--- src/inc/sucr_defines.vh ---
`ifndef SUCR_DEFINES_VH
`define SUCR_DEFINES_VH

// ----------------------------------------
// Instance placement
// ----------------------------------------
`define SUCR_BASE_ADDR 32'h400D_0000
`define SUCR_INST_STRIDE 32'h0000_1000

// ----------------------------------------
// Register offsets (byte addresses)
// ----------------------------------------
`define SUCR_OFS_FUNC 8'h00
`define SUCR_OFS_IRQEN 8'h04
`define SUCR_OFS_BAUD 8'h08
`define SUCR_OFS_DATIN 8'h10
`define SUCR_OFS_CTLIN 8'h20
`define SUCR_OFS_CLKIN 8'h28
`define SUCR_OFS_LINE 8'h2C
`define SUCR_OFS_TXW 8'h30
`define SUCR_OFS_RXW 8'h34
`define SUCR_OFS_BUFC 8'h38
`define SUCR_OFS_BUFS 8'h3C
`define SUCR_OFS_DMAC 8'h40
`define SUCR_OFS_WKC 8'h54
`define SUCR_OFS_WKS 8'h58
`define SUCR_OFS_PROT 8'h5C
`define SUCR_OFS_PIEN 8'h60
`define SUCR_OFS_PSTS 8'h64
`define SUCR_OFS_EVT 8'h68

// ----------------------------------------
// Reset values
// ----------------------------------------
`define SUCR_RST_BAUD 32'h0000_3C00
`define SUCR_RST_BUFS 32'h0000_0101

// ----------------------------------------
// Field positions and codes
// ----------------------------------------
`define SUCR_MODE_OFF 3'h0
`define SUCR_MODE_SPI 3'h1
`define SUCR_MODE_UART 3'h2
`define SUCR_MODE_TWI 3'h4
`define SUCR_DIV_HI 25
`define SUCR_DIV_LO 16
`define SUCR_DEN_HI 14
`define SUCR_DEN_LO 10
`define SUCR_PRE_HI 9
`define SUCR_PRE_LO 8
`define SUCR_MSRC_BIT 5
`define SUCR_MEN_BIT 4
`define SUCR_SCS_HI 3
`define SUCR_SCS_LO 2
`define SUCR_PCS_BIT 1
`define SUCR_RCS_BIT 0
`define SUCR_EDGE_HI 4
`define SUCR_EDGE_LO 3
`define SUCR_INV_BIT 2
`define SUCR_SYNC_BIT 0
`define SUCR_ABR_BIT 6
`define SUCR_ABRAUTO_CNT 3'h4

// ----------------------------------------
// Bus timing
// ----------------------------------------
`define SUCR_WAIT_CYCLES 1

`endif

--- src/core/sucr_divider.v ---
`default_nettype none
`include "sucr_defines.vh"

// Enable-pulse divider: pulses once per (ratio+1) input enables
module sucr_divider #(
   parameter W = 10
) (
   // System
   input wire clock,
   input wire rst_n,
   // Control
   input wire clear,
   input wire en_in,
   input wire [W-1:0] ratio,
   // Output
   output reg en_out
);

   reg [W-1:0] cnt_r;

   always @(posedge clock or negedge rst_n) begin
      if (!rst_n) begin
         cnt_r <= {W{1'b0}};
         en_out <= 1'b0;
      end else if (clear) begin
         cnt_r <= {W{1'b0}};
         en_out <= 1'b0;
      end else begin
         en_out <= 1'b0;
         if (en_in) begin
            if (cnt_r >= ratio) begin
               cnt_r <= {W{1'b0}};
               en_out <= 1'b1;
            end else begin
               cnt_r <= cnt_r + {{(W-1){1'b0}}, 1'b1};
            end
         end
      end
   end

endmodule // sucr_divider

`default_nettype wire

--- src/core/sucr_config_regs.v ---
// Contract
// - Mode codes: off, sync, async, two-wire
// - Reserved mode code disables the unit
// - Writing zero mode resets to idle
// - Four per-event interrupt enables gate events
// - Divider clock is protocol clock over divider+1
// - Auto baud rewrites divider on 0x55
// - Prescaled sample clock over denominator+1
// - Sample clock over prescale+1
// - Ten-bit measure counter runs when enabled
// - Measure counter clock: protocol or divider
// - Sample clock source four-way select
// - Protocol clock is reference or half
// - Reference clock is peripheral clock only
// - Edge field selects data event edges
// - Inversion bit inverts raw input
// - Sync bit picks raw or synchronised input
// - Two instances at base plus stride
// - Four transfer events from the shift unit
//
// The Avalon-MM interface to the registers was left to the implementer.
`default_nettype none
`include "sucr_defines.vh"

module sucr_config_regs #(
   parameter INSTANCE = 0,
   parameter DIV_W = 10
) (
   // System
   input wire clock,
   input wire rst_n,
   // Avalon-MM slave
   input wire [7:0] avs_address,
   input wire avs_read,
   input wire avs_write,
   input wire [31:0] avs_writedata,
   input wire [3:0] avs_byteenable,
   output reg [31:0] avs_readdata,
   output reg avs_waitrequest,
   output reg [1:0] avs_response,
   // Line inputs and serial clock enable
   input wire data_in,
   input wire ctrl_in,
   input wire sclk_en,
   // Shift unit events
   input wire tx_begin_evt,
   input wire tx_done_evt,
   input wire rx_begin_evt,
   input wire rx_done_evt,
   input wire [15:0] rx_word,
   // Conditioned outputs
   output reg protocol_active,
   output reg [2:0] protocol_select_o,
   output reg unit_reset,
   output reg data_shift_in,
   output reg ctrl_shift_in,
   output reg data_edge_evt,
   output reg div_clk_en,
   output reg sample_cnt_en,
   output reg [9:0] measure_count,
   output reg irq
);

   localparam [31:0] MY_BASE = `SUCR_BASE_ADDR + INSTANCE * `SUCR_INST_STRIDE;

   // ----------------------------------------
   // Registers
   // ----------------------------------------
   reg [2:0] protocol_select_r;
   reg [4:1] irq_en_r;
   reg [31:0] baud_r;
   reg [4:0] datin_r;
   reg [2:0] ctlin_r;
   reg clkin_r;
   reg [11:0] line_r;
   reg [15:0] txw_r;
   reg [31:0] prot_r;
   reg [3:0] dmac_r;
   reg wkc_r;
   reg [4:1] flags_r;
   reg [15:0] rxw_r;
   reg rd_pend_r;
   reg [31:0] rd_nxt;
   reg [1:0] ref_half_r;
   reg [9:0] meas_r;
   reg [1:0] d_sync_r;
   reg [1:0] c_sync_r;
   reg [2:0] abr_edges_r;
   reg [9:0] abr_cnt_r;
   reg abr_arm_r;
   reg d_prev_r;

   wire [31:0] wmask = {{8{avs_byteenable[3]}}, {8{avs_byteenable[2]}},
      {8{avs_byteenable[1]}}, {8{avs_byteenable[0]}}};
   wire wr_go = avs_write & avs_waitrequest;
   wire rd_go = avs_read & avs_waitrequest;

   function [31:0] merge;
      input [31:0] old_v;
      input [31:0] new_v;
      input [31:0] m;
      begin
         merge = (old_v & ~m) | (new_v & m);
      end
   endfunction

   function mode_valid;
      input [2:0] m;
      begin
         mode_valid = (m == `SUCR_MODE_SPI) || (m == `SUCR_MODE_UART) ||
            (m == `SUCR_MODE_TWI);
      end
   endfunction

   function is_mapped;
      input [7:0] a;
      begin
         case (a)
            `SUCR_OFS_FUNC, `SUCR_OFS_IRQEN, `SUCR_OFS_BAUD, `SUCR_OFS_DATIN,
            `SUCR_OFS_CTLIN, `SUCR_OFS_CLKIN, `SUCR_OFS_LINE, `SUCR_OFS_TXW,
            `SUCR_OFS_RXW, `SUCR_OFS_BUFC, `SUCR_OFS_BUFS, `SUCR_OFS_DMAC,
            `SUCR_OFS_WKC, `SUCR_OFS_WKS, `SUCR_OFS_PROT, `SUCR_OFS_PIEN,
            `SUCR_OFS_PSTS, `SUCR_OFS_EVT: is_mapped = 1'b1;
            default: is_mapped = 1'b0;
         endcase
      end
   endfunction

   wire [31:0] mode_merged = merge({29'h0, protocol_select_r}, avs_writedata, wmask);
   wire [31:0] wr_word = merge(rd_nxt, avs_writedata, wmask);
   wire [31:0] txw_merged = merge({16'h0, txw_r}, avs_writedata, wmask);
   wire [4:1] flag_clr = (wr_go && avs_address == `SUCR_OFS_PSTS && avs_byteenable[0]) ?
      avs_writedata[4:1] : 4'h0;
   wire mode_wr = wr_go && avs_address == `SUCR_OFS_FUNC;
   wire unit_on = (protocol_select_r != `SUCR_MODE_OFF);

   // ----------------------------------------
   // Clock chain as enables
   // ----------------------------------------
   // Reference is the bus clock; setting 1 is reserved and ignored
   wire ref_en = 1'b1;
   wire half_en = ref_half_r[0];
   wire prot_en = baud_r[`SUCR_PCS_BIT] ? half_en : ref_en;
   wire div_en;
   wire pre_en;
   wire den_en;
   reg samp_en;

   always @* begin
      case (baud_r[`SUCR_SCS_HI:`SUCR_SCS_LO])
         2'h0: samp_en = div_en;
         2'h1: samp_en = prot_en;
         2'h2: samp_en = sclk_en;
         2'h3: samp_en = ref_en;
         default: samp_en = 1'b0;
      endcase
   end

   sucr_divider #(.W(DIV_W)) u_div (
      .clock(clock), .rst_n(rst_n), .clear(~unit_on), .en_in(prot_en),
      .ratio(baud_r[`SUCR_DIV_HI:`SUCR_DIV_LO]), .en_out(div_en));
   sucr_divider #(.W(2)) u_pre (
      .clock(clock), .rst_n(rst_n), .clear(~unit_on), .en_in(samp_en),
      .ratio(baud_r[`SUCR_PRE_HI:`SUCR_PRE_LO]), .en_out(pre_en));
   sucr_divider #(.W(5)) u_den (
      .clock(clock), .rst_n(rst_n), .clear(~unit_on), .en_in(pre_en),
      .ratio(baud_r[`SUCR_DEN_HI:`SUCR_DEN_LO]), .en_out(den_en));

   wire meas_tick = baud_r[`SUCR_MSRC_BIT] ? div_en : prot_en;

   // ----------------------------------------
   // Input conditioning
   // ----------------------------------------
   wire d_raw = data_in ^ datin_r[`SUCR_INV_BIT];
   wire c_raw = ctrl_in ^ ctlin_r[`SUCR_INV_BIT];
   wire d_cond = datin_r[`SUCR_SYNC_BIT] ? d_sync_r[1] : d_raw;
   wire c_cond = ctlin_r[`SUCR_SYNC_BIT] ? c_sync_r[1] : c_raw;
   wire d_rise = d_sync_r[1] & ~d_prev_r;
   wire d_fall = ~d_sync_r[1] & d_prev_r;
   reg edge_hit;

   always @* begin
      case (datin_r[`SUCR_EDGE_HI:`SUCR_EDGE_LO])
         2'h0: edge_hit = 1'b0;
         2'h1: edge_hit = d_rise;
         2'h2: edge_hit = d_fall;
         2'h3: edge_hit = d_rise | d_fall;
         default: edge_hit = 1'b0;
      endcase
   end

   // ----------------------------------------
   // Read mux
   // ----------------------------------------
   always @* begin
      rd_nxt = 32'h0;
      case (avs_address)
         `SUCR_OFS_FUNC: rd_nxt = {29'h0, protocol_select_r};
         `SUCR_OFS_IRQEN: rd_nxt = {27'h0, irq_en_r, 1'b0};
         `SUCR_OFS_BAUD: rd_nxt = baud_r;
         `SUCR_OFS_DATIN: rd_nxt = {27'h0, datin_r[4:2], 1'b0, datin_r[0]};
         `SUCR_OFS_CTLIN: rd_nxt = {29'h0, ctlin_r[2], 1'b0, ctlin_r[0]};
         `SUCR_OFS_CLKIN: rd_nxt = {31'h0, clkin_r};
         `SUCR_OFS_LINE: rd_nxt = {20'h0, line_r};
         `SUCR_OFS_RXW: rd_nxt = {16'h0, rxw_r};
         `SUCR_OFS_BUFS: rd_nxt = `SUCR_RST_BUFS;
         `SUCR_OFS_DMAC: rd_nxt = {28'h0, dmac_r};
         `SUCR_OFS_WKC: rd_nxt = {31'h0, wkc_r};
         `SUCR_OFS_PROT: rd_nxt = prot_r;
         `SUCR_OFS_PSTS: rd_nxt = {27'h0, flags_r, 1'b0};
         `SUCR_OFS_EVT: rd_nxt = {22'h0, meas_r};
         default: rd_nxt = 32'h0;
      endcase
   end

   // ----------------------------------------
   // Bus slave and registers
   // ----------------------------------------
   // One wait cycle: waitrequest idles high, drops for one cycle on the edge that takes a request
   always @(posedge clock or negedge rst_n) begin
      if (!rst_n) begin
         avs_waitrequest <= 1'b1;
         avs_readdata <= 32'h0;
         avs_response <= 2'h0;
         rd_pend_r <= 1'b0;
         protocol_select_r <= 3'h0;
         irq_en_r <= 4'h0;
         baud_r <= `SUCR_RST_BAUD;
         datin_r <= 5'h0;
         ctlin_r <= 3'h0;
         clkin_r <= 1'b0;
         line_r <= 12'h0;
         txw_r <= 16'h0;
         prot_r <= 32'h0;
         dmac_r <= 4'h0;
         wkc_r <= 1'b0;
         flags_r <= 4'h0;
         rxw_r <= 16'h0;
      end else begin
         rd_pend_r <= 1'b0;
         avs_waitrequest <= ~(wr_go | rd_go);
         if (wr_go | rd_go) begin
            avs_response <= is_mapped(avs_address) ? 2'h0 : 2'h2;
            if (rd_go)
               avs_readdata <= rd_nxt;
         end
         if (wr_go) begin
            case (avs_address)
               `SUCR_OFS_FUNC: protocol_select_r <= mode_valid(mode_merged[2:0]) ?
                  mode_merged[2:0] : `SUCR_MODE_OFF;
               `SUCR_OFS_IRQEN: irq_en_r <= wr_word[4:1];
               `SUCR_OFS_BAUD: baud_r <= wr_word & 32'h03FF_7F3F;
               `SUCR_OFS_DATIN: datin_r <= wr_word[4:0] & 5'h1D;
               `SUCR_OFS_CTLIN: ctlin_r <= wr_word[2:0] & 3'h5;
               `SUCR_OFS_CLKIN: clkin_r <= avs_byteenable[0] ? avs_writedata[0] : clkin_r;
               `SUCR_OFS_LINE: line_r <= wr_word[11:0];
               `SUCR_OFS_TXW: txw_r <= txw_merged[15:0];
               `SUCR_OFS_DMAC: dmac_r <= wr_word[3:0];
               `SUCR_OFS_WKC: wkc_r <= avs_byteenable[0] ? avs_writedata[0] : wkc_r;
               `SUCR_OFS_PROT: prot_r <= wr_word;
               default: ;
            endcase
         end
         // Auto baud overwrite of divider field: a quarter of four bit times
         if (abr_arm_r && d_fall && abr_edges_r == `SUCR_ABRAUTO_CNT - 3'h1)
            baud_r[`SUCR_DIV_HI:`SUCR_DIV_LO] <= {2'h0, abr_cnt_r[9:2]};
         // Event flags: set wins over write-one clear
         if (!unit_on)
            flags_r <= 4'h0;
         else
            flags_r <= (flags_r & ~flag_clr) |
               {rx_done_evt, rx_begin_evt, tx_done_evt, tx_begin_evt};
         if (rx_done_evt)
            rxw_r <= rx_word;
      end
   end

   // ----------------------------------------
   // Clock chain state, measure counter, auto baud
   // ----------------------------------------
   always @(posedge clock or negedge rst_n) begin
      if (!rst_n) begin
         ref_half_r <= 2'h0;
         meas_r <= 10'h0;
         // Line idles high, so no false edge after reset
         d_sync_r <= 2'h3;
         c_sync_r <= 2'h0;
         d_prev_r <= 1'b1;
         abr_edges_r <= 3'h0;
         abr_cnt_r <= 10'h0;
         abr_arm_r <= 1'b0;
      end else begin
         ref_half_r <= {ref_half_r[0], ~ref_half_r[0]};
         d_sync_r <= {d_sync_r[0], d_raw};
         c_sync_r <= {c_sync_r[0], c_raw};
         d_prev_r <= d_sync_r[1];
         if (!unit_on)
            meas_r <= 10'h0;
         else if (baud_r[`SUCR_MEN_BIT] && meas_tick)
            meas_r <= meas_r + 10'h1;
         // Measure four bit times between 2nd and 4th falling edges
         if (!unit_on || !prot_r[`SUCR_ABR_BIT]) begin
            abr_edges_r <= 3'h0;
            abr_arm_r <= 1'b0;
            abr_cnt_r <= 10'h0;
         end else if (d_fall) begin
            abr_arm_r <= 1'b1;
            abr_edges_r <= (abr_edges_r == `SUCR_ABRAUTO_CNT - 3'h1) ? 3'h0 :
               abr_edges_r + 3'h1;
            // Edge cycles count too, else each edge loses a tick
            if (abr_edges_r == 3'h1)
               abr_cnt_r <= {9'h0, prot_en};
            else if (prot_en && abr_edges_r >= 3'h2)
               abr_cnt_r <= abr_cnt_r + 10'h1;
         end else if (prot_en && abr_edges_r >= 3'h2) begin
            abr_cnt_r <= abr_cnt_r + 10'h1;
         end
      end
   end

   // ----------------------------------------
   // Registered outputs
   // ----------------------------------------
   always @(posedge clock or negedge rst_n) begin
      if (!rst_n) begin
         protocol_active <= 1'b0;
         protocol_select_o <= 3'h0;
         unit_reset <= 1'b1;
         data_shift_in <= 1'b0;
         ctrl_shift_in <= 1'b0;
         data_edge_evt <= 1'b0;
         div_clk_en <= 1'b0;
         sample_cnt_en <= 1'b0;
         measure_count <= 10'h0;
         irq <= 1'b0;
      end else begin
         protocol_active <= unit_on;
         protocol_select_o <= protocol_select_r;
         unit_reset <= ~unit_on | (mode_wr && mode_merged[2:0] == 3'h0);
         data_shift_in <= d_cond;
         ctrl_shift_in <= c_cond;
         data_edge_evt <= edge_hit & unit_on;
         div_clk_en <= div_en;
         sample_cnt_en <= den_en;
         measure_count <= meas_r;
         irq <= |(flags_r & irq_en_r);
      end
   end

   // Keep unused latches of buffered-only fields visible to synthesis
   wire unused_ok = &{1'b0, txw_r[0], clkin_r, MY_BASE[0]};

endmodule // sucr_config_regs

`default_nettype wire

--- config.mk ---
export PLATFORM = sky130hd
export DESIGN_NAME = sucr_config_regs
export DESIGN_NICKNAME = d
export VERILOG_FILES = /design/src/core/sucr_divider.v /design/src/core/sucr_config_regs.v
export VERILOG_INCLUDE_DIRS = /design/src /design/src/inc
export SDC_FILE = /design/constraint.sdc
export NUM_CORES = 1
export LEC_CHECK = 0
export ABC_AREA = 1
export BUFFER_PORTS_ARGS = -buffer_cell sky130_fd_sc_hd__buf_2
export CAP_MARGIN = 30
export CORE_AREA = 3 3 142 144
export DETAILED_ROUTE_END_ITERATION = 8
export DIE_AREA = 0 0 145 147
export GPL_ROUTABILITY_DRIVEN = 0
export PLACE_DENSITY = 0.75
export RECOVER_POWER = 100
export SLEW_MARGIN = 10
export SYNTH_ARGS = -nofsm -noshare
export SYNTH_HDL_FRONTEND = slang
export SYNTH_SLANG_ARGS = --single-unit
--- constraint.sdc ---
create_clock -name clock -period 2.5 [get_ports clock]
set_input_delay 0.375 -clock clock [delete_from_list [all_inputs] [get_ports clock]]
set_output_delay 0.375 -clock clock [all_outputs]
set_load 0.005 [all_outputs]
# --- Yosys cells after proc, flatten, opt, wreduce, memory -nomap -nowiden ---
# Cells that the tools add are included.
classes:
  multipliers: 0
  n_addsub: 6
  magnitude_cmp: 4
  eq_ne: 32
  n_bitwise: 25
  shift: 0
  n_reduce_logical: 35
  mux: 45
  n_div: 0
op_table:
  columns: ["op", "count"]
  rows:
  - ["32-bit one-hot mux with 14 select lines", 1]
  - ["10-bit 2-to-1 mux", 10]
  - ["32-bit AND", 2]
  - ["8-bit by 6-bit equality test with 1-bit output (second input constant)", 7]
  - ["8-bit by 7-bit equality test with 1-bit output (second input constant)", 7]
  - ["26-bit 2-to-1 mux", 2]
  - ["32-bit NOT", 1]
  - ["32-bit bitwise OR", 1]
  - ["10-bit by 1-bit adder with 10-bit output (second input constant)", 3]
  - ["2-bit AND reduction", 10]
  - ["18-bit OR reduction", 1]
  - ["1-bit 2-to-1 mux", 17]
  - ["5-bit 2-to-1 mux", 3]
  - ["3-bit 2-to-1 mux", 4]
  - ["10-bit >= comparator", 1]
  - ["4-bit AND", 2]
  - ["2-bit equality test (second input constant)", 4]
  - ["8-bit by 3-bit equality test with 1-bit output (second input constant)", 1]
  - ["8-bit by 4-bit equality test with 1-bit output (second input constant)", 1]
  - ["8-bit by 5-bit equality test with 1-bit output (second input constant)", 1]
  - ["1-bit logical AND", 8]
  - ["8-bit zero test", 1]
  - ["2-bit 2-to-1 mux", 4]
  - ["4-bit 2-to-1 mux", 2]
  - ["other kinds (28)", 53]
totals:
  mem_bits_ro: 0
  ff_bits: 212
  latch_bits: 0
  mem_count: 0
  ramBits: 0

# --- Depth between registers and ports, before layout ---
# Gate-level depths: netlist of the first run.
logic_depth:
  depth_word: 8
  mapped_depth: 14
  mapped_depth_nobuf: 13

# --- Hierarchy ---
# Synthesis of the first run repeated with hierarchy kept, for this count alone.
unflattened:
  hier_cells: 1292
  area_unflattened_um2: 10613.9
modules_own_cells:
  columns: ["mod", "n_inst", "cells_per_inst", "area_per_inst_um2", "seq_area_each_um2"]
  rows:
  - ["sucr_config_regs", 1, 1085, 9064.9, 4790.8]
  - ["sucr_divider (u_div)", 1, 124, 898.4, 275.3]
  - ["sucr_divider (u_den)", 1, 58, 446.7, 150.1]
  - ["sucr_divider (u_pre)", 1, 25, 203.9, 75.1]

# --- Least setup slack after synthesis of the first run ---
# Ideal clock, no wire load.
synth_path:
  path_type: "register to register"
  from: "register d_prev_r"
  to: "register baud_r[17]"
  arrival_ns: 1.593
  path_slack_ns: 0.783
  path_stages_with_launch: 9
  n_path_buf: 1
  path_cell_list: "dfstp_2 -> ha_1 -> buf_2 -> nand2_1 -> nor3_1 -> inv_2 -> nand2_2 -> o22ai_1 -> o21bai_1"
synth_between:
  elab_chain_cells: 5
  elab_cells_between_ends: 7
synth_rtl:
  columns: ["item", "line_no", "rtl"]
  rows:
  - ["start: declaration", "sucr_config_regs.v:91", "reg d_prev_r;"]
  - ["start signal: assignment", "sucr_config_regs.v:296", "d_prev_r <= d_sync_r[1];"]
  - ["1-bit AND (*)", "sucr_config_regs.v:179", "wire d_fall = ~d_sync_r[1] & d_prev_r;"]
  - ["1-bit logical AND (*) (2 in series)", "sucr_config_regs.v:265", "if (abr_arm_r && d_fall && abr_edges_r == `SUCR_ABRAUTO_CNT - 3'h1)"]
  - ["2-bit nonzero test (no line)", null, null]
  - ["2-bit AND reduction (no line)", null, null]
  - ["end signal: assignment", "sucr_config_regs.v:228", "baud_r <= `SUCR_RST_BAUD;"]
  - ["end signal: assignment", "sucr_config_regs.v:252", "`SUCR_OFS_BAUD: baud_r <= wr_word & 32'h03FF_7F3F;"]
  - ["end signal: indexed assignment", "sucr_config_regs.v:266", "baud_r[`SUCR_DIV_HI:`SUCR_DIV_LO] <= {2'h0, abr_cnt_r[9:2]};"]
  - ["end: declaration", "sucr_config_regs.v:71", "reg [31:0] baud_r;"]
# Mark *: on every way between the ends. The rest lies on a longest branch, timed or not.
# A chain may end at the register's enable or synchronous reset.

# --- Final worst setup path of the first run ---
layout_path:
  from: "input avs_address[4]"
  to: "register prot_r[16]"
layout_between:
  elab_chain_cells: 4
  elab_cells_between_ends: 18
layout_rtl:
  columns: ["item", "line_no", "rtl"]
  rows:
  - ["start: declaration", "sucr_config_regs.v:33", "input wire [7:0] avs_address,"]
  - ["8-bit by 7-bit equality test with 1-bit output (tied with other cells)", "sucr_config_regs.v:197", "case (avs_address)"]
  - ["32-bit one-hot mux with 14 select lines", "sucr_config_regs.v:197", null]
  - ["32-bit AND", "sucr_config_regs.v:103", "merge = (old_v & ~m) | (new_v & m);"]
  - ["32-bit bitwise OR", "sucr_config_regs.v:103", null]
  - ["end signal: assignment", "sucr_config_regs.v:260", "`SUCR_OFS_PROT: prot_r <= wr_word;"]
  - ["end: declaration", "sucr_config_regs.v:77", "reg [31:0] prot_r;"]
# Parallel ways exist; a longest one is shown, timed or not.

==> impl_metrics.csv, run 1 <==
group,metric,value,unit
yosys,ys_ff_latch,211,
sta,fin_crit_sh,90.0,%
yosys,syn_area,10300,um2
yosys,ys_seq_area_share,51.2,%
yosys,syn_nets,1359,
clocking,clk_pin_slew,0.06,ns
place,dp_hpwl,19600,um
layout,drive_above_1_share,13.5,%
setup_path,crit_path_end_kind,"flip-flop",
sta,report.final.slew_viol_count,65,
power,comb_power_share,7.2,%
yosys,synth-edff-count,0,
yosys,synth_cell_types,45,
yosys,synthTopCellsByCount,"nand2_1 (396), dfrtp_1 (202), inv_1 (129)",
routing,drt-pass1-iter-count,6,
power,seqPwrFrac,48.2,%
sta,timing.final.hold_violations,0,
power,clockPowerShare,44.6,%
floorplan,rows,50,
clocking,postCtsSetupBuffers,0,
setup_path,cp-start-kind,"input pin",
job,drv_cap,1,
routing,num_vias,8975,
power,ir_drop,423,uV
setup_path,cp.required,2.92,ns
global_route,grt_pass1_vias,8619,
clocking,htreeDepth,1,
clocking,cts_root_buffer,"clkbuf_16",
sta,setup_ws,0.251,ns
layout,syn2layout_area_growth,15.1,%
floorplan,fp.dieW,145,um
clocking,clkLatencyLatePin,0.51,ns
sta,min_period,2.25,ns
routing,routed_wl,27100,um
place,placed_cells,1630,
sta,timing.fmax,445,MHz
routing,ant_nets,0,
run_status,status,"finished with violations",
clocking,cts_sinks,211,
floorplan,dieArea,21300,um2
global_route,grt_max_degree,70,
layout,design_area,11900,um2
layout,antenna_cells,0,
layout,nNetsFinal,1492,
clocking,ctsResizeCount,0,
place,io_buffers,125,
layout,final_util,63.2,%
power,internal_power,5.69,mW
yosys,async_flop_share,100,%
routing,routedWlPerCell,16.2,um
place,place_area,11200,um2
power,p_sw_share,23.7,%
sta,tightest_slew,1.74,ns
yosys,synth_top_area_share,48.9,%
yosys,ys.flop_type,"dfrtp_1",
global_route,antenna_found_initial,0,
yosys,synthTopCellsByArea,"dfrtp_1 (49%), nand2_1 (14%), inv_1 (4.7%), o21ai_0 (3.9%), nand3_1 (3.6%)",
power,leakagePower,5.90,nW
setup_path,critPathArrivalTime,2.67,ns
yosys,synthCells,1263,
sta,rsz0062_at_grt,"no",
setup_path,criticalPathCategory,"in2reg",
yosys,synth.avg_cell_area,8.18,um2
sta,finalClockSkew,0.00906,ns
layout,fillerInstances,1651,
sta,whs,0.0296,ns
floorplan,initial_utilization,54.9,%
layout,final_cells,1673,
floorplan,coreArea,18800,um2
power,switching_power,1.77,mW
clocking,cts_buffers,23,
sta,slew_headroom,-15.7,%
floorplan,dieHeight,147,um
power,powerDensity,627,nW/um2
sta,setup_viol,0,
yosys,yosysWarnings,0,
global_route,overflow,0,
worst_hold_path,hold_path_class,"in2reg",
run_status,violations,"max-capacitance violations, max-slew violations",
setup_path,cp_max_fo,19,
place,pre_cts_ws,0.289,ns
routing,vias_per_cell,5.36,
clocking,cts_tree,"built",
floorplan,ioPinCount,127,
clocking,cts.path.max_buffers,3,
yosys,yosysTopAreaCell,"dfrtp_1",
routing,drc,0,
yosys,synth.most_common_cell,"nand2_1",
sta,totalNegativeSetupSlack,0,ns
global_route,grt_first_pass_wirelength,44300,um
routing,drtIter0Drc,684,
power,power,7.46,mW
global_route,grt_util_all_layers,25.3,%
-- final timing paths --
path | end | from | cells past startpoint | slack [ns]
min in group asynchronous | measure_count[5] | rst_n | 2 | 0.87
min reg2reg | c_sync_r[1] | c_sync_r[0] | 0 | 0.35
min | d_sync_r[0] | data_in | 2 | 0.03
max | prot_r[16] | avs_address[4] | 12 | 0.25
max in group asynchronous | d_prev_r | rst_n | 3 | 0.44
max reg2reg | u_div.cnt_r[9] | u_div.cnt_r[0] | 9 | 0.43
-- cell families after synthesis --
logic type,after synthesis,share of synthesized area (%)
AOI/OAI and AO/OA,207,11.3
xor gates and xnor gates,11,0.933
adders and majority gates,25,3.03
buffers and inverters,171,6.81
DFF,211,51.2
muxes,4,0.400
other,1,0.0363
and+or+nand+nor,633,26.3
-- critical path: stages --
cell and delay [ns]:
buf_2 0.12, inv_1 0.10, nor2_2 0.11, nand2_1 0.13, nor2_4 0.30, clkbuf_1 0.79
nand2_1 0.09, o21ai_0 0.11, inv_1 0.09, nand2_1 0.06, o21ai_0 0.17, o21ai_0 0.19
-- state kept, by name (all words and copies together) (netlist names), 3 cells and up --
signal,flops
meas_r,10
u_div.cnt_r,10
line_r,12
u_den.cnt_r,5
abr_cnt_r,10
datin_r,4
rxw_r,16
prot_r,32
flags_r,4
avs_readdata,32
irq_en_r,4
protocol_select_r,3
protocol_select_o,3
dmac_r,4
baud_r,23
abr_edges_r,3
measure_count,10
-- power by group through the flow --
| stage | registers, mW | logic (mW) | clock network (mW) |
|---|---|---|---|
| after floorplan | 3.64 | 0.275 | 0 |
| after global placement | 3.65 | 0.541 | 0 |
| after detailed placement | 3.65 | 0.551 | 0 |
| after CTS | 3.59 | 0.557 | 3.38 |
| after global routing | 3.60 | 0.610 | 3.53 |
| final | 3.59 | 0.538 | 3.33 |
-- cell type report --
cell class / instances / area (um2) / area share, %
timing repair buffer: 140 / 726 / 6.10
clock buffer: 35 / 681 / 5.72
inverter: 139 / 522 / 4.39
clock inverter: 7 / 66.3 / 0.558
multi-input combinational: 881 / 4280 / 36.0
tap: 260 / 325 / 2.74
sequential: 211 / 5290 / 44.5
-- per-layer routing --
layer  wire length, um  vias up  GRT usage [%]
li1                  -     4362              -
met1             11600     4218           35.6
met2             12800      343           40.9
met3              2110       52           4.38
met4               614        0           6.98
met5                 0        -              0
-- timing repair --
item,4_1_cts,5_1_grt
setup endpoints to repair,0,0
hold endpoints to repair,61,0
hold buffers,1,0
-- cell usage in the layout, fill, tap and decap left out, drive strengths merged, types with 2 or more instances in the layout --
| cell | n |
|---|---|
| clkinv | 5 |
| ha | 25 |
| clkbuf | 64 |
| o211a | 2 |
| o31ai | 4 |
| a31oi | 7 |
| mux2i | 3 |
| nor4 | 4 |
| nor2 | 101 |
| nand3 | 78 |
| xor2 | 9 |
| or2 | 7 |
| buf | 110 |
| o22ai | 16 |
| a21oi | 36 |
| xnor2 | 2 |
| dfrtp | 202 |
| nor3 | 18 |
| o211ai | 6 |
| dfstp | 9 |
| nand2 | 411 |
| a41oi | 5 |
| o21bai | 8 |
| nand4 | 14 |
| inv | 139 |
| o21ai | 119 |
Note: power is estimated with default switching activity, not from simulation.
==> inputs of run 2 (changes only) <==
--- a/config.mk
+++ b/config.mk
@@ -6,15 +6,15 @@
 export SDC_FILE = /design/constraint.sdc
 export NUM_CORES = 1
 export LEC_CHECK = 0
-export ABC_AREA = 1
 export BUFFER_PORTS_ARGS = -buffer_cell sky130_fd_sc_hd__buf_2
 export CAP_MARGIN = 30
-export CORE_AREA = 3 3 142 144
+export CORE_AREA = 2 2 141 143
 export DETAILED_ROUTE_END_ITERATION = 8
-export DIE_AREA = 0 0 145 147
+export DIE_AREA = 0 0 143 145
 export GPL_ROUTABILITY_DRIVEN = 0
 export PLACE_DENSITY = 0.75
 export RECOVER_POWER = 100
+export SETUP_SLACK_MARGIN = 0.5
 export SLEW_MARGIN = 10
 export SYNTH_ARGS = -nofsm -noshare
 export SYNTH_HDL_FRONTEND = slang
==> run 2 against run 1 <==
  * The run now ends clean
  * Via count down 5.3%
  * Cell count down 14%
  * Sequential share of layout area down 1.0 points
  * Clock-buffer cell count down 1
  * First-iteration DRC count up 25%
  * Non-clock buffer count up 37
  * Sequential cell count unchanged
  * Global-route usage up 1.6 points
  * Clock power about the same
  * Combinational power down 4%
  * Utilization up 0.24 points
  * Setup slack better by 0.094 ns
  * Critical path type is now reg2reg
  * Critical endpoint is now baud_r[4]
  * Largest power group unchanged
  * Highest routed layer unchanged
==> impl_metrics.csv, run 2 <==
group,metric,value,unit
floorplan,coreArea,19200,um2
layout,drive_above_1_share,21.0,%
place,io_buffers,125,
setup_path,r2r_slack,0.34,ns
yosys,synthCells,1010,
floorplan,dieArea,20700,um2
setup_path,crit_path_end_kind,"flip-flop",
layout,final_common_cell,"dfrtp_1",
yosys,synth_cell_types,79,
setup_path,cp-start-kind,"flip-flop",
sta,rsz0062_at_grt,"yes",
routing,routed_wl,27400,um
yosys,yosysWarnings,0,
global_route,antenna_found_initial,0,
sta,timing.fmax,464,MHz
clocking,clk_pin_slew,0.06,ns
yosys,syn_nets,1106,
yosys,synthMuxAreaShare,8.88,%
yosys,yosys.area_share.xor_xnor,1.77,%
yosys,async_flop_share,100,%
run_status,status,"complete, no violations",
sta,timing.final.hold_violations,0,
worst_hold_path,hold_path_class,"in2reg",
clocking,cts_tree,"built",
setup_path,criticalPathCategory,"reg2reg",
setup_path,cp.required,2.89,ns
clocking,cts_sinks,211,
routing,ant_nets,0,
layout,top_regs,"avs_readdata: 32 flops, prot_r: 32 flops, baud_r: 23 flops",
yosys,synth-edff-count,0,
routing,wl_met3,2230,um
yosys,ys_seq_area_share,50.9,%
yosys,synth.avg_cell_area,10.3,um2
global_route,grt_pass1_vias,8403,
sta,report.final.slew_viol_count,0,
place,dp_hpwl,19700,um
yosys,synth_compound_area_share,14.8,%
floorplan,rows,51,
yosys,yosysTopAreaCell,"dfrtp_1",
clocking,cts_buffers,23,
yosys,synth_fa_ha_area_share,3.01,%
floorplan,dieHeight,145,um
layout,syn2layout_area_growth,17.2,%
clocking,cts.path.max_buffers,3,
sta,slew_headroom,18.9,%
power,power,7.41,mW
routing,drtIter0Drc,857,
layout,antenna_cells,0,
yosys,synth_top_area_share,48.6,%
sta,finalClockSkew,0.0134,ns
sta,fin_crit_sh,86.2,%
global_route,grt_first_pass_wirelength,44700,um
sta,whs,0.0365,ns
yosys,synthTopCellsByArea,"dfrtp_1 (49%), mux2_2 (5.4%), nand2_1 (4.4%), mux2i_1 (3.5%), o21ai_0 (3.3%)",
sta,tightest_slew,1.22,ns
sta,min_period,2.16,ns
layout,mostFrequentLayoutCells,"dfrtp_1 (201), nand2_1 (122), buf_2 (101), nor2_1 (70), o21ai_0 (67)",
routing,num_vias,8502,
layout,nNetsFinal,1253,
clocking,htreeDepth,1,
floorplan,ioPinCount,127,
routing,routed.top_layer,"met4",
sta,totalNegativeSetupSlack,0,ns
floorplan,fp.dieW,143,um
routing,wl_met2,12800,um
setup_path,critPathArrivalTime,2.55,ns
yosys,synth-simple-area-share,17.0,%
global_route,grt_max_degree,123,
yosys,synth.most_common_cell,"dfrtp_1",
yosys,synth_top_family_by_area,"simple AND/OR/NAND/NOR gates",
yosys,synthTopCellsByCount,"dfrtp_1 (202), nand2_1 (123), nor2_1 (72)",
yosys,syn_area,10400,um2
power,ir_drop,421,uV
setup_path,cp_max_fo,8,
layout,fillerInstances,1594,
power,powerDensity,608,nW/um2
yosys,ys.flop_type,"dfrtp_1",
yosys,ys_ff_latch,211,
clocking,cts_root_buffer,"clkbuf_16",
floorplan,initial_utilization,54.1,%
routing,vias_per_cell,5.92,
global_route,overflow,0,
power,leakagePower,5.57,nW
routing,drc,0,
job,drv_cap,0,
sta,setup_viol,0,
global_route,grt_util_all_layers,26.9,%
routing,routedWlPerCell,19.1,um
routing,drt-pass1-iter-count,5,
clocking,clkLatencyLatePin,0.51,ns
routing,wirelength_met1,11900,um
run 2: cell types whose count changed in the layout (fill, tap and decap cells not counted), sizes merged, moves of 23 or more:
cell	change
nand2	-288
inv	-109
o21ai	-51
mux2	+49
nand3	-42
mux2i	+33
nor2	-28
a22oi	+23
buf	+23
run 2: repair_timing:
item | CTS | global route
gates cloned | 0 | 0
hold buffers | 1 | 0
setup buffers | 0 | 3
setup endpoints to repair | 3 | 29
pin swaps | 1 | 5
resized for setup | 2 | 12
endpoints found under the hold margin | 85 | 0
run 2: worst paths after layout:
check	start	end	cells past startpoint
max	avs_waitrequest	baud_r[4]	4
min	data_in	d_sync_r[0]	2
max reg2reg	avs_waitrequest	baud_r[4]	4
min reg2reg	u_den.en_out	sample_cnt_en	0
max in group asynchronous	rst_n	u_div.cnt_r[4]	3
min in group asynchronous	rst_n	avs_readdata[2]	3
run 2: logic make-up after synthesis:
logic type,Yosys count
and+or+nand+nor,345
AOI/OAI and AO/OA,235
DFF,211
muxes,86
buffers and inverters,86
adders and majority gates,25
xor gates and xnor gates,21
other,1
run 2: per-layer routing:
metal	vias up	global-route usage (%)
li1	3941	-
met3	45	3.89
met2	351	42.5
met5	-	0
met4	0	6.93
met1	4165	39.1
run 2: area by class of cell:
type	instances	area [um2]	area share [%]
multi-input combinational	713	4770	39.1
timing repair buffer	177	947	7.78
clock inverter	5	75.1	0.617
tap	265	332	2.72
inverter	31	116	0.956
clock buffer	34	647	5.31
sequential	211	5290	43.5
run 2: power by group:
part | internal (mW) | leakage (nW) | switching (mW) | total [mW]
Clock | 1.98 | 0.354 | 1.32 | 3.30
Combinational | 0.194 | 2.40 | 0.324 | 0.518
Sequential | 3.51 | 2.81 | 0.0759 | 3.59
run 2: stage by stage:
step	setup slack, ns	instance area, um2	util (%)	cells
after floorplan	0.499	10400	-	1010
after global placement	0.206	11500	60.0	1393
after detailed placement	0.155	11500	60.0	1393
after CTS	0.523	12300	63.8	1433
after global routing	0.256	12200	63.4	1436
final	0.345	12200	63.4	1436
run 2: worst max-delay path, cell delays in order (launching register included):
cell and delay [ns]:
dfstp_1 0.57, nand2_1 0.28, nor3_1 0.42, clkbuf_1 0.38, mux2_2 0.38
==> inputs of run 3 (changes only) <==
--- a/config.mk
+++ b/config.mk
@@ -8,11 +8,11 @@
 export LEC_CHECK = 0
 export BUFFER_PORTS_ARGS = -buffer_cell sky130_fd_sc_hd__buf_2
 export CAP_MARGIN = 30
-export CORE_AREA = 2 2 141 143
+export CORE_AREA = 2 2 190 192
 export DETAILED_ROUTE_END_ITERATION = 8
-export DIE_AREA = 0 0 143 145
+export DIE_AREA = 0 0 192 194
 export GPL_ROUTABILITY_DRIVEN = 0
-export PLACE_DENSITY = 0.75
+export PLACE_DENSITY = 0.46
 export RECOVER_POWER = 100
 export SETUP_SLACK_MARGIN = 0.5
 export SLEW_MARGIN = 10
==> run 3 against run 2 <==
  * First-iteration DRC count decreased by 41%
  * Largest cell class unchanged
  * Utilization is 27 points lower
  * Sequential cell count stayed put
  * Combinational power grew 5.2%
  * Via count shrank 0.99%
  * Total power is 9.1% higher
  * Clock skew up 0.0017 ns
  * Sequential share of layout area decreased by 2.0 points
  * Critical path depth up 3
  * Routed wire length is 17% higher
  * Global-route usage is 9.6 points lower
  * Clock power rose by 19%
==> impl_metrics.csv, run 3 (synthesized netlist as in run 2, its figures left out) <==
group,metric,value,unit
run_status,status,"complete, no violations",
global_route,overflow,0,
power,leakagePower,5.73,nW
sta,rsz0062_at_grt,"yes",
layout,antenna_cells,0,
routing,wl_met3,1780,um
setup_path,cp.required,2.94,ns
power,internal_power,6.11,mW
power,comb_power_share,6.7,%
setup_path,path_buf_inv,3,
routing,drtIter0Drc,509,
routing,num_vias,8418,
setup_path,cpLargestDelayFamily,"buffers and inverters",
clocking,clk_pin_slew,0.06,ns
floorplan,initial_utilization,29.5,%
setup_path,criticalPathCategory,"in2reg",
routing,ant_nets,0,
job,drv_cap,0,
floorplan,dieHeight,194,um
routing,wirelength_met1,15000,um
routing,vias_per_cell,5.07,
power,clockPowerShare,48.7,%
clocking,cts.path.max_buffers,3,
global_route,grt_pass1_vias,8417,
clocking,clkLatencyLatePin,0.55,ns
power,ir_drop,441,uV
clocking,cts_sinks,211,
setup_path,max_stage_delay,0.53,ns
layout,final_common_cell,"dfrtp_1",
routing,routedWlPerCell,19.4,um
floorplan,dieArea,37200,um2
routing,drt-pass1-iter-count,5,
place,dp_hpwl,23800,um
global_route,grt_max_degree,69,
floorplan,fp.dieW,192,um
setup_path,cp_max_fo,21,
sta,report.final.slew_viol_count,0,
clocking,cts_tree,"built",
sta,fin_crit_sh,84.8,%
sta,tightest_slew,1.24,ns
layout,fillerInstances,3604,
sta,totalNegativeSetupSlack,0,ns
power,seqPwrFrac,44.5,%
layout,top_regs,"avs_readdata: 32 flops, prot_r: 32 flops, baud_r: 23 flops",
power,powerDensity,633,nW/um2
floorplan,coreArea,35200,um2
sta,timing.final.hold_violations,0,
setup_path,worstPathCellList,"buf_2 > and4bb_1 > and2_0 > clkbuf_2 > nand2_1 > clkbuf_2 > o311ai_1",
setup_path,cp-start-kind,"input pin",
setup_path,cp_common_cell,"clkbuf_2",
routing,routed_wl,32200,um
floorplan,ioPinCount,127,
global_route,grt_first_pass_wirelength,50000,um
clocking,cts_buffers,27,
setup_path,slowest_stage,"clkbuf_2",
global_route,grt_util_all_layers,17.3,%
place,place_area,11900,um2
floorplan,rows,69,
sta,min_period,2.12,ns
clocking,cts_root_buffer,"clkbuf_16",
sta,slew_headroom,17.2,%
layout,nNetsFinal,1275,
sta,finalClockSkew,0.0151,ns
power,p_sw_share,24.4,%
layout,syn2layout_area_growth,22.8,%
routing,drc,0,
layout,drive_above_1_share,22.1,%
setup_path,critPathArrivalTime,2.56,ns
sta,setup_viol,0,
power,switching_power,1.97,mW
setup_path,crit_path_end_kind,"flip-flop",
routing,routed.top_layer,"met4",
worst_hold_path,hold_path_class,"in2reg",
global_route,antenna_found_initial,0,
routing,wl_met2,14500,um
layout,mostFrequentLayoutCells,"dfrtp_1 (202), nand2_1 (123), buf_2 (93), nor2_1 (71), o21ai_0 (68)",
place,io_buffers,125,
layout,design_area,12800,um2
clocking,htreeDepth,1,
sta,timing.fmax,472,MHz
run 3: cell types whose count changed in the layout (fill, tap and decap cells not counted), sizes merged:
cell / delta
inv: +2
buf: +7
clkinv: +2
dlygate4sd3: +1
clkbuf: +17
run 3: final timing paths:
kind	startpoint	endpoint	slack (ns)	cells past startpoint
worst max-delay path	avs_address[6]	prot_r[8]	0.38	7
worst min-delay path	ctrl_in	c_sync_r[0]	0.04	2
worst max register to register	baud_r[4]	baud_r[4]	0.39	6
worst min register to register	c_sync_r[0]	c_sync_r[1]	0.34	0
max in group asynchronous	rst_n	u_div.cnt_r[3]	0.65	3
min in group asynchronous	rst_n	data_shift_in	0.34	2
run 3: stage by stage:
step	instances	power [mW]	worst slack [ns]	util (%)	hold WS, ns
after floorplan	1010	3.90	0.499	-	0.0794
after global placement	1605	4.22	0.0218	33.8	0.334
after detailed placement	1605	4.22	0.0746	33.8	0.335
after CTS	1657	8.22	0.505	36.4	0.0214
after global routing	1661	8.42	0.234	36.2	0.0431
final	1661	8.08	0.381	36.2	0.0378
run 3: cell type report:
type | instances | area (um2) | area share [%]
clock buffers | 41 | 788 | 6.18
well taps | 461 | 577 | 4.52
inverters | 31 | 116 | 0.912
flip-flops and latches | 211 | 5290 | 41.5
multi-input cells | 713 | 4780 | 37.5
repair buffers | 195 | 1090 | 8.55
clock inverters | 9 | 118 | 0.922
run 3: power by group through the flow:
stage	logic, mW	clock network [mW]	registers, mW
2_1_floorplan	0.278	0	3.62
3_5_place_dp	0.563	0	3.66
5_1_grt	0.611	4.21	3.61
6_report	0.545	3.94	3.60
4_1_cts	0.568	4.06	3.60
3_3_place_gp	0.560	0	3.66
run 3: what timing repair did:
| item | in CTS | in global routing |
|---|---|---|
| setup buffers | 0 | 4 |
| endpoints found under the hold margin | 59 | 0 |
| hold buffers | 2 | 0 |
| resized for setup | 2 | 6 |
| pin swaps | 0 | 5 |
| endpoints found under the setup margin | 5 | 16 |
run 3: layer usage:
metal  vias to the layer above  GRT usage, %
li1                       4004             -
met1                      4098          24.4
met2                       258          27.0
met3                        58          2.81
met4                         0          5.54
met5                         -             0
